### src/rtl/scpc_map.svh
// Register offsets, field positions, reset values and timing counts.
`ifndef SCPC_MAP_SVH
`define SCPC_MAP_SVH
`define SCPC_IDX_CONTROL     12'h100
`define SCPC_IDX_STAB_TIMER  12'h106
`define SCPC_IDX_SETUP       12'h110
`define SCPC_IDX_FEEDBACK    12'h114
`define SCPC_IDX_STATUS      12'h118
`define SCPC_IDX_IRQ_STATUS  12'h11C
`define SCPC_IDX_IRQ_MASK    12'h120
`define SCPC_OFF_CONTROL     (`SCPC_IDX_CONTROL << 2)
`define SCPC_OFF_STAB_TIMER  (`SCPC_IDX_STAB_TIMER << 2)
`define SCPC_OFF_SETUP       (`SCPC_IDX_SETUP << 2)
`define SCPC_OFF_FEEDBACK    (`SCPC_IDX_FEEDBACK << 2)
`define SCPC_OFF_STATUS      (`SCPC_IDX_STATUS << 2)
`define SCPC_OFF_IRQ_STATUS  (`SCPC_IDX_IRQ_STATUS << 2)
`define SCPC_OFF_IRQ_MASK    (`SCPC_IDX_IRQ_MASK << 2)
`define SCPC_CTRL_RESET      8'h18
`define SCPC_BIT_LOCK_OFF    2
`define SCPC_BIT_CP_MANUAL   6
`define SCPC_BIT_EXT_FILTER  7
`define SCPC_CP_CUR_LSB      3
`define SCPC_CP_CUR_MSB      5
`define SCPC_FB_MIN          8'h06
`define SCPC_FB_MAX          8'hFF
`define SCPC_FB_RESET        8'h28
`define SCPC_LOCK_BASE       11'h080
`define SCPC_TIMER_WIDTH     20
`define SCPC_MS_NS           1000000
`define SCPC_CLK_NS          4
`define SCPC_MS_CYCLES       (`SCPC_MS_NS / `SCPC_CLK_NS)
`define SCPC_IRQ_BITS        3
`endif

### src/rtl/scpc_pkg.sv
// Types for the system clock multiplier control block.
package scpc_pkg;
  typedef enum logic [1:0] {
    PATH_DIRECT, PATH_LOW_RATE, PATH_CRYSTAL
  } scpc_path_type;
  typedef enum logic [1:0] {
    TMR_IDLE, TMR_RUN, TMR_DONE
  } scpc_timer_type;
endpackage
### src/rtl/scpc_control.sv
// System clock multiplier control: path select, divider, lock and timer.
// ==========================================================================
// Functional notes
// - The sampling clock comes from the input pins through one of three paths.
// - Low-rate and crystal paths always go through the multiplier.
// - The direct path into the multiplier has a predivider of 1, 2, 4 or 8.
// - The feedback divider accepts 6 through 255 only.
// - Control bit 2 set disables the lock detector; clear (default) enables it.
// - The comparator runs at oscillator over feedback divider, one sample each.
// - Consecutive aligned samples are counted, a miss restarts the count.
// - A two-bit field selects 128, 256, 512 or 1024 samples, default 128.
// - In automatic pump mode the current follows the feedback divider.
// - In manual mode a three-bit field sets the current, default fourth step.
// - The external filter bit bypasses the internal loop filter.
// - A zero stability timer times out at once, else it runs in milliseconds.
`timescale 1ns/10ps
`include "scpc_map.svh"
module scpc_control
  import scpc_pkg::*;
(
  input  wire logic        clock,
  input  wire logic        resetn,
  input  wire logic        psel,
  input  wire logic        penable,
  input  wire logic        pwrite,
  input  wire logic [11:0] paddr,
  input  wire logic [31:0] pwdata,
  output logic      [31:0] prdata,
  output logic             pready,
  output logic             pslverr,
  input  wire logic        phaseAligned,
  output logic             directPathSel,
  output logic             multiplierEnable,
  output logic             crystalAmpEnable,
  output logic             doublerEnable,
  output logic      [3:0]  predivideRatio,
  output logic      [7:0]  feedbackDivide,
  output logic      [2:0]  pumpCurrent,
  output logic             externalFilter,
  output logic             multiplierLocked,
  output logic             clockStable,
  output logic             irq
);
  // ========================================================================
  // State
  typedef struct packed {
    logic [7:0]  ctrl;
    logic [19:0] timerMs;
    scpc_path_type path;
    logic [1:0]  predivSel;
    logic        doubler;
    logic        pllDisable;
    logic [7:0]  fbDiv;
    logic [10:0] alignCount;
    logic        locked;
    scpc_timer_type tmr;
    logic [19:0] msLeft;
    logic [17:0] tick;
    logic [2:0]  irqStat;
    logic [2:0]  irqMask;
    logic [31:0] rdata;
  } scpc_state_type;

  scpc_state_type st_reg;
  scpc_state_type st_next;

  logic        wr;
  logic        rd;
  logic        mapped;
  logic        pllOff;
  logic [10:0] threshold;
  logic        startOk;
  logic        stableNow;
  logic [2:0]  events;
  logic [31:0] rv;

  // Writes land at the access edge; read data is latched at the setup edge
  // so that it already stands while the access phase is sampled.
  assign wr = psel && penable && pwrite;
  assign rd = psel && !penable && !pwrite;
  // Threshold doubles per code step from the base count.
  assign threshold = 11'(`SCPC_LOCK_BASE << st_reg.ctrl[1:0]);
  // The multiplier is off only on the direct path with the PLL disabled.
  assign pllOff = (st_reg.path == PATH_DIRECT) && st_reg.pllDisable;
  // Timer starts on lock, or at once when the multiplier is off.
  assign startOk = pllOff || st_reg.locked;
  assign stableNow = (st_reg.timerMs == 20'h00000) || (st_reg.tmr == TMR_DONE);

  // Read decode of the register map.
  always_comb begin
    mapped = 1'b1;
    rv = 32'h0000_0000;
    unique case (paddr)
      `SCPC_OFF_CONTROL:    rv = {24'h000000, st_reg.ctrl};
      `SCPC_OFF_STAB_TIMER: rv = {12'h000, st_reg.timerMs};
      `SCPC_OFF_SETUP:      rv = {26'h0, st_reg.pllDisable, st_reg.doubler,
                                  st_reg.predivSel, 2'(st_reg.path)};
      `SCPC_OFF_FEEDBACK:   rv = {24'h000000, st_reg.fbDiv};
      `SCPC_OFF_STATUS:     rv = {30'h0, stableNow, st_reg.locked};
      `SCPC_OFF_IRQ_STATUS: rv = {29'h0, st_reg.irqStat};
      `SCPC_OFF_IRQ_MASK:   rv = {29'h0, st_reg.irqMask};
      default:              mapped = 1'b0;
    endcase
  end

  // Next-state logic for registers, lock detector and stability timer.
  always_comb begin
    st_next = st_reg;
    events = 3'h0;
    if (rd) begin
      st_next.rdata = rv;
    end
    if (wr) begin
      unique case (paddr)
        `SCPC_OFF_CONTROL:    st_next.ctrl = pwdata[7:0];
        `SCPC_OFF_STAB_TIMER: st_next.timerMs = pwdata[19:0];
        `SCPC_OFF_SETUP: begin
          if (pwdata[1:0] != 2'h3) begin
            st_next.path = scpc_path_type'(pwdata[1:0]);
          end
          st_next.predivSel = pwdata[3:2];
          st_next.doubler = pwdata[4];
          st_next.pllDisable = pwdata[5];
        end
        `SCPC_OFF_FEEDBACK: begin
          if (pwdata[7:0] >= `SCPC_FB_MIN) begin
            st_next.fbDiv = pwdata[7:0];
          end
        end
        `SCPC_OFF_IRQ_MASK:   st_next.irqMask = pwdata[2:0];
        default: ;
      endcase
    end
    // Unless the detector or the multiplier is off, each sample from the comparator updates the aligned run length.
    if (st_reg.ctrl[`SCPC_BIT_LOCK_OFF] || pllOff) begin
      st_next.alignCount = 11'h000;
      st_next.locked = 1'b0;
    end else if (!phaseAligned) begin
      st_next.alignCount = 11'h000;
      st_next.locked = 1'b0;
    end else if (st_reg.alignCount + 11'h001 >= threshold) begin
      st_next.alignCount = threshold;
      st_next.locked = 1'b1;
    end else begin
      st_next.alignCount = st_reg.alignCount + 11'h001;
    end
    // Stability timer counts whole milliseconds after its start.
    unique case (st_reg.tmr)
      TMR_IDLE: begin
        st_next.tick = 18'h0;
        st_next.msLeft = st_reg.timerMs;
        if (startOk && st_reg.timerMs != 20'h0) begin
          st_next.tmr = TMR_RUN;
        end
      end
      TMR_RUN: begin
        if (!startOk) begin
          st_next.tmr = TMR_IDLE;
        end else if (st_reg.tick == 18'(`SCPC_MS_CYCLES - 1)) begin
          st_next.tick = 18'h0;
          if (st_reg.msLeft <= 20'h1) begin
            st_next.tmr = TMR_DONE;
          end else begin
            st_next.msLeft = st_reg.msLeft - 20'h1;
          end
        end else begin
          st_next.tick = st_reg.tick + 18'h1;
        end
      end
      TMR_DONE: begin
        if (!startOk) begin
          st_next.tmr = TMR_IDLE;
        end
      end
      default: st_next.tmr = TMR_IDLE;
    endcase
    if (wr && paddr == `SCPC_OFF_STAB_TIMER) begin
      st_next.tmr = TMR_IDLE;
    end
    // Events: lock gained, lock lost, clock became stable.
    events[0] = st_next.locked && !st_reg.locked;
    events[1] = !st_next.locked && st_reg.locked;
    events[2] = (st_next.tmr == TMR_DONE) && (st_reg.tmr != TMR_DONE);
    // Write-one clears; a new event in the same cycle wins.
    if (wr && paddr == `SCPC_OFF_IRQ_STATUS) begin
      st_next.irqStat = st_reg.irqStat & ~pwdata[2:0];
    end
    st_next.irqStat = st_next.irqStat | events;
  end

  always_ff @(posedge clock or negedge resetn) begin
    if (!resetn) begin
      st_reg <= '{ctrl: `SCPC_CTRL_RESET, path: PATH_DIRECT,
                  fbDiv: `SCPC_FB_RESET, tmr: TMR_IDLE, default: '0};
    end else begin
      st_reg <= st_next;
    end
  end

  // ========================================================================
  // Outputs
  // Bus handshake: zero wait states, error on an unmapped address.
  assign pready = 1'b1;
  assign pslverr = psel && penable && !mapped;
  assign prdata = st_reg.rdata;
  // Path selection outputs.
  assign directPathSel = (st_reg.path == PATH_DIRECT) && st_reg.pllDisable;
  // Low-rate and crystal force the multiplier on.
  assign multiplierEnable = (st_reg.path != PATH_DIRECT)
                            || !st_reg.pllDisable;
  assign crystalAmpEnable = (st_reg.path == PATH_CRYSTAL);
  assign doublerEnable = (st_reg.path == PATH_LOW_RATE) && st_reg.doubler;
  // Divider settings seen by the multiplier.
  assign predivideRatio = 4'(4'h1 << st_reg.predivSel);
  assign feedbackDivide = st_reg.fbDiv;
  // Automatic pump current scales with the feedback divider.
  assign pumpCurrent = st_reg.ctrl[`SCPC_BIT_CP_MANUAL]
                       ? st_reg.ctrl[`SCPC_CP_CUR_MSB:`SCPC_CP_CUR_LSB]
                       : st_reg.fbDiv[7:5];
  assign externalFilter = st_reg.ctrl[`SCPC_BIT_EXT_FILTER];
  // Lock, stability and interrupt status.
  assign multiplierLocked = st_reg.locked;
  assign clockStable = stableNow;
  assign irq = |(st_reg.irqStat & st_reg.irqMask);

  // ========================================================================
  // Checks
  a_lock_needs_run: assert property (
    @(posedge clock) disable iff (!resetn)
    !st_reg.locked && st_next.locked |-> phaseAligned)
    else $error("lock without aligned sample");
  a_miss_clears: assert property (
    @(posedge clock) disable iff (!resetn)
    !phaseAligned |=> st_reg.alignCount == 11'h000)
    else $error("miss did not restart count");
  a_lock_drop: assert property (
    @(posedge clock) disable iff (!resetn)
    multiplierLocked && !phaseAligned |=> !multiplierLocked)
    else $error("lock kept after a miss");
  a_detector_off: assert property (
    @(posedge clock) disable iff (!resetn)
    st_reg.ctrl[`SCPC_BIT_LOCK_OFF] |=> !multiplierLocked)
    else $error("lock with detector off");
  a_pll_off_unlock: assert property (
    @(posedge clock) disable iff (!resetn)
    pllOff |=> !multiplierLocked)
    else $error("lock with multiplier off");
  a_fb_range: assert property (
    @(posedge clock) disable iff (!resetn)
    feedbackDivide >= `SCPC_FB_MIN)
    else $error("feedback divider below minimum");
  a_fb_refused: assert property (
    @(posedge clock) disable iff (!resetn)
    wr && paddr == `SCPC_OFF_FEEDBACK && pwdata[7:0] < `SCPC_FB_MIN
    |=> $stable(feedbackDivide))
    else $error("small feedback divider accepted");
  a_zero_timer: assert property (
    @(posedge clock) disable iff (!resetn)
    st_reg.timerMs == 20'h0 |-> clockStable)
    else $error("zero timer not stable");
  a_stable_wait: assert property (
    @(posedge clock) disable iff (!resetn)
    st_reg.tmr == TMR_RUN |-> !clockStable)
    else $error("stable while timer runs");
  a_timer_rearm: assert property (
    @(posedge clock) disable iff (!resetn)
    wr && paddr == `SCPC_OFF_STAB_TIMER |=> st_reg.tmr == TMR_IDLE)
    else $error("timer not restarted by write");
  a_auto_pump: assert property (
    @(posedge clock) disable iff (!resetn)
    !st_reg.ctrl[`SCPC_BIT_CP_MANUAL] |-> pumpCurrent == feedbackDivide[7:5])
    else $error("auto pump current mismatch");
  a_manual_pump: assert property (
    @(posedge clock) disable iff (!resetn)
    st_reg.ctrl[`SCPC_BIT_CP_MANUAL]
    |-> pumpCurrent == st_reg.ctrl[`SCPC_CP_CUR_MSB:`SCPC_CP_CUR_LSB])
    else $error("manual pump current mismatch");
  a_multi_path: assert property (
    @(posedge clock) disable iff (!resetn)
    st_reg.path != PATH_DIRECT |-> multiplierEnable && !directPathSel)
    else $error("synth path bypassed multiplier");
  a_crystal_multi: assert property (
    @(posedge clock) disable iff (!resetn)
    crystalAmpEnable |-> multiplierEnable)
    else $error("crystal path without multiplier");
  a_direct_excl: assert property (
    @(posedge clock) disable iff (!resetn)
    directPathSel |-> !multiplierEnable && !crystalAmpEnable)
    else $error("direct path not exclusive");
  a_path_hold: assert property (
    @(posedge clock) disable iff (!resetn)
    wr && paddr == `SCPC_OFF_SETUP && pwdata[1:0] == 2'h3
    |=> $stable(st_reg.path))
    else $error("illegal path code accepted");
  a_prediv_set: assert property (
    @(posedge clock) disable iff (!resetn)
    $onehot(predivideRatio))
    else $error("illegal predivide ratio");
  a_ext_filter: assert property (
    @(posedge clock) disable iff (!resetn)
    externalFilter == st_reg.ctrl[`SCPC_BIT_EXT_FILTER])
    else $error("filter select mismatch");
  a_set_wins: assert property (
    @(posedge clock) disable iff (!resetn)
    $rose(multiplierLocked) |-> st_reg.irqStat[0])
    else $error("lock gained flag missing");
  a_w1c_clear: assert property (
    @(posedge clock) disable iff (!resetn)
    wr && paddr == `SCPC_OFF_IRQ_STATUS && pwdata[1] && !events[1]
    |=> !st_reg.irqStat[1])
    else $error("lock lost flag not cleared");
endmodule

### config.mk
export PLATFORM = sky130hd
export DESIGN_NAME = scpc_control
export DESIGN_NICKNAME = d
export VERILOG_FILES = /design/src/rtl/scpc_pkg.sv /design/src/rtl/scpc_control.sv
export VERILOG_INCLUDE_DIRS = /design/src /design/src/rtl
export SDC_FILE = /design/constraint.sdc
export NUM_CORES = 1
export LEC_CHECK = 0
export BUFFER_PORTS_ARGS = -buffer_cell sky130_fd_sc_hd__buf_4
export CAP_MARGIN = 40
export CORE_MARGIN = 5
export CORE_UTILIZATION = 60
export CTS_CLUSTER_DIAMETER = 120
export CTS_CLUSTER_SIZE = 30
export DETAILED_ROUTE_END_ITERATION = 16
export PLACE_DENSITY = 0.84
export SYNTH_ARGS = -nofsm -noshare
export SYNTH_HDL_FRONTEND = slang
export SYNTH_SLANG_ARGS = --single-unit
export TNS_END_PERCENT = 30
### constraint.sdc
create_clock -name clock -period 5.5 [get_ports clock]
set_input_delay 0 -clock clock [delete_from_list [all_inputs] [get_ports clock]]
set_output_delay 0 -clock clock [all_outputs]
set_load 0.01 [all_outputs]
==> summary.txt <==
CP arrival -> 3.55 ns
Register bit total from synthesis -> 120
Final GP Congestion -> 0.919
Setup TNS -> 0 ns
Die H -> 114 um
Worst-Margin Slew -> 0.865 ns
Status -> finished, final reports clean
Most used standard cell by instance count after synthesis -> dfrtp_1
Crit-path max FO -> 11
Hpwl dp -> 11200 um
Crit start category -> flip-flop
Worst R2R Setup Slack -> 2.40 ns
Crit path max-delay cell type -> a21oi_1
Synth unique cells -> 65
Die ar. -> 13000 um^2
Worst-path clk slew -> 0.06 ns
Kind of critical path -> flip-flop to flip-flop
GRT overflow -> 0
Reg-to-reg endpoint -> st_reg[85]$_DFF_PN0_
WHS -> 0.0512 ns
Root buf cell -> clkbuf_8
EDFF count, synth -> 0
Row cnt -> 38
Layout Skew -> 0.00961 ns
Pwr dens -> 261 nW/um^2
Via/cell ratio -> 6.23
FF-to-FF path depth -> 12
Iter 0 DRT Violations -> 363
Cells after Synth -> 674
Critical Path RT -> 5.95 ns
Pins Over Slew Limit -> 0
Worst-Skew Late Latency -> 0.52 ns
Asr flop ratio synth -> 1.00
CTS Buf Count -> 17
Fmax -> 323 MHz
Max FFs per register -> 90
CTS tree -> built
H-tree depth -> 4
P_leak -> 0.00370 uW
Layout cell share with drive strength beyond 1 -> 0.238
Die W -> 114 um
GRT Overall Usage -> 0.274
Final nets -> 811
Maxcap violations -> 0
Worst-path cell chain -> ha_1 -> nand3_1 -> nor2_1 -> nand3_1 -> xnor2_1 -> ha_1 -> o21a_1 -> o21ai_0 -> nand2b_1 -> a21oi_1 -> nand2b_1 -> nor2_1
Relative slew slack -> 0.421
Fill cell count -> 702
Post-Route Utilization -> 0.726
Top cell type's share of synthesized area -> 0.448
Final hold vios -> 0
Period minus WS final -> 3.10 ns
Length of the first detailed-routing pass in iterations -> 6
Sequential area share after synthesis -> 0.464
Worst R2R Start -> st_reg[79]$_DFF_PN0_
First-pass GRT wire length -> 28400 um
Worst vdd ir -> 189 uV
Setup violators final -> 0
Clk sinks -> 120
Worst min path class -> primary input to asynchronous set/reset pin
Diode count -> 0
Clk buf depth -> 2
DRC Markers -> 0
Layout area overhead -> 19.9%
Synth warn -> 0
Crit path capture type -> flip-flop
Largest net degree at the start of global routing -> 61
Post-synthesis cell area -> 6480 um^2
Setup Buffers After CTS -> 0
Vias in the first global route -> 5720
ANT nets after route -> 0
Ranking of synthesized cells by area -> dfrtp_1 (45%), mux2_2 (8.3%), buf_4 (5.0%), nand2_1 (4.4%), nor2_1 (3.4%)
RSZ-0062 raised after global routing -> no
Total wire length -> 17200 um
Initial Utilization -> 0.606
Port Buf Inserts -> 81
Syn avg cell area -> 9.62 um^2
CP peak stage delay -> 0.57 ns
Initial antenna violation count -> 0
WL/cell -> 19.0 um
Area leader, netlist -> dfrtp_1
Via count -> 5635
# IOs -> 107
Synth top cells by count -> dfrtp_1 (116), nand2_1 (76), nor2_1 (59), mux2_2 (48), buf_4 (43)
Ys flop type -> dfrtp_1
Final worst path period share -> 0.563
Core Area -> 10700 um^2
final cells by class:
cell class	count	area, um^2	area share
clock buffers	21	439	0.0565
flip-flops and latches	120	3010	0.387
repair buffers	116	966	0.124
clock inverters	9	78.8	0.0101
inverters	7	27.5	0.00354
well taps	140	175	0.0225
multi-input cells	491	3070	0.396
cell usage in the layout, fill, tap and decap left out, types with 5 or more instances in the layout:
cell type	instances
a21oi_1	31
dlygate4sd3_1	28
or3_1	5
a22o_1	7
nand2b_1	12
buf_4	84
a21o_1	5
clkbuf_16	16
or2_2	5
nand3_1	28
inv_1	6
nor3_1	18
mux2_2	48
a31oi_1	6
o21ai_1	8
and3_1	15
nor2_1	59
dfrtp_1	116
nor2b_1	6
nor4_1	11
conb_1	13
xor2_1	9
clkinv_2	6
a32oi_1	5
nand2_1	76
and2_1	7
o21ai_0	39
ha_1	8
xnor2_1	8
a22oi_1	7
timing repair:
| action | 4_1_cts | 5_1_grt |
|---|---|---|
| resized for setup | 0 | 0 |
| hold endpoints to repair | 109 | 0 |
| hold buffers | 28 | 0 |
power breakdown:
| part | internal (uW) | switching, uW | leakage (uW) |
|---|---|---|---|
| Combinational | 58.6 | 69.5 | 0.00179 |
| Clock | 601 | 383 | 0.000253 |
| Sequential | 899 | 13.6 | 0.00165 |
how the worst max path moves through the flow:
stage | start | cells after the start | end
2_1_floorplan | st_reg[79]$_DFF_PN0_ | 13 | st_reg[89]$_DFF_PN0_
3_3_place_gp | st_reg[79]$_DFF_PN0_ | 12 | st_reg[83]$_DFF_PN0_
3_5_place_dp | st_reg[79]$_DFF_PN0_ | 12 | st_reg[81]$_DFF_PN0_
4_1_cts | st_reg[79]$_DFF_PN0_ | 12 | st_reg[85]$_DFF_PN0_
5_1_grt | st_reg[79]$_DFF_PN0_ | 12 | st_reg[85]$_DFF_PN0_
6_report | st_reg[79]$_DFF_PN0_ | 12 | st_reg[85]$_DFF_PN0_
critical path, delay by kind of cell (launching register included):
kind,cells,cell delay (ns)
and+or+nand+nor,6,1.06
AOI/OAI and AO/OA,3,0.88
adders and majority gates,2,0.48
DFF,1,0.39
xor gates and xnor gates,1,0.22
metrics by stage:
stage | instance area, um^2 | setup slack (ns) | power, uW | cells
6_report | 7770 | 2.40 | 2030 | 904
5_1_grt | 7770 | 2.12 | 2090 | 904
2_1_floorplan | 6520 | 3.10 | 982 | 685
3_5_place_dp | 6960 | 2.42 | 1040 | 845
3_3_place_gp | 6920 | 2.68 | 1030 | 842
4_1_cts | 7760 | 2.40 | 2020 | 903
cells by family after synthesis:
| logic type | synth area share |
|---|---|
| adders and majority gates | 0.0154 |
| buffers and inverters | 0.0689 |
| muxes | 0.0849 |
| DFF | 0.464 |
| AOI/OAI and AO/OA | 0.136 |
| other | 0.00116 |
| xor gates and xnor gates | 0.0230 |
| and+or+nand+nor | 0.207 |
routing by layer:
layer	wire, um	up-vias	share of wire	track usage
li1	-	2530	-	-
met1	6660	2721	0.39	0.340
met2	8530	321	0.50	0.452
met3	1360	63	0.079	0.0684
met4	671	0	0.039	0.129
met5	0	-	0	0
(Power assumes the default switching activity.)
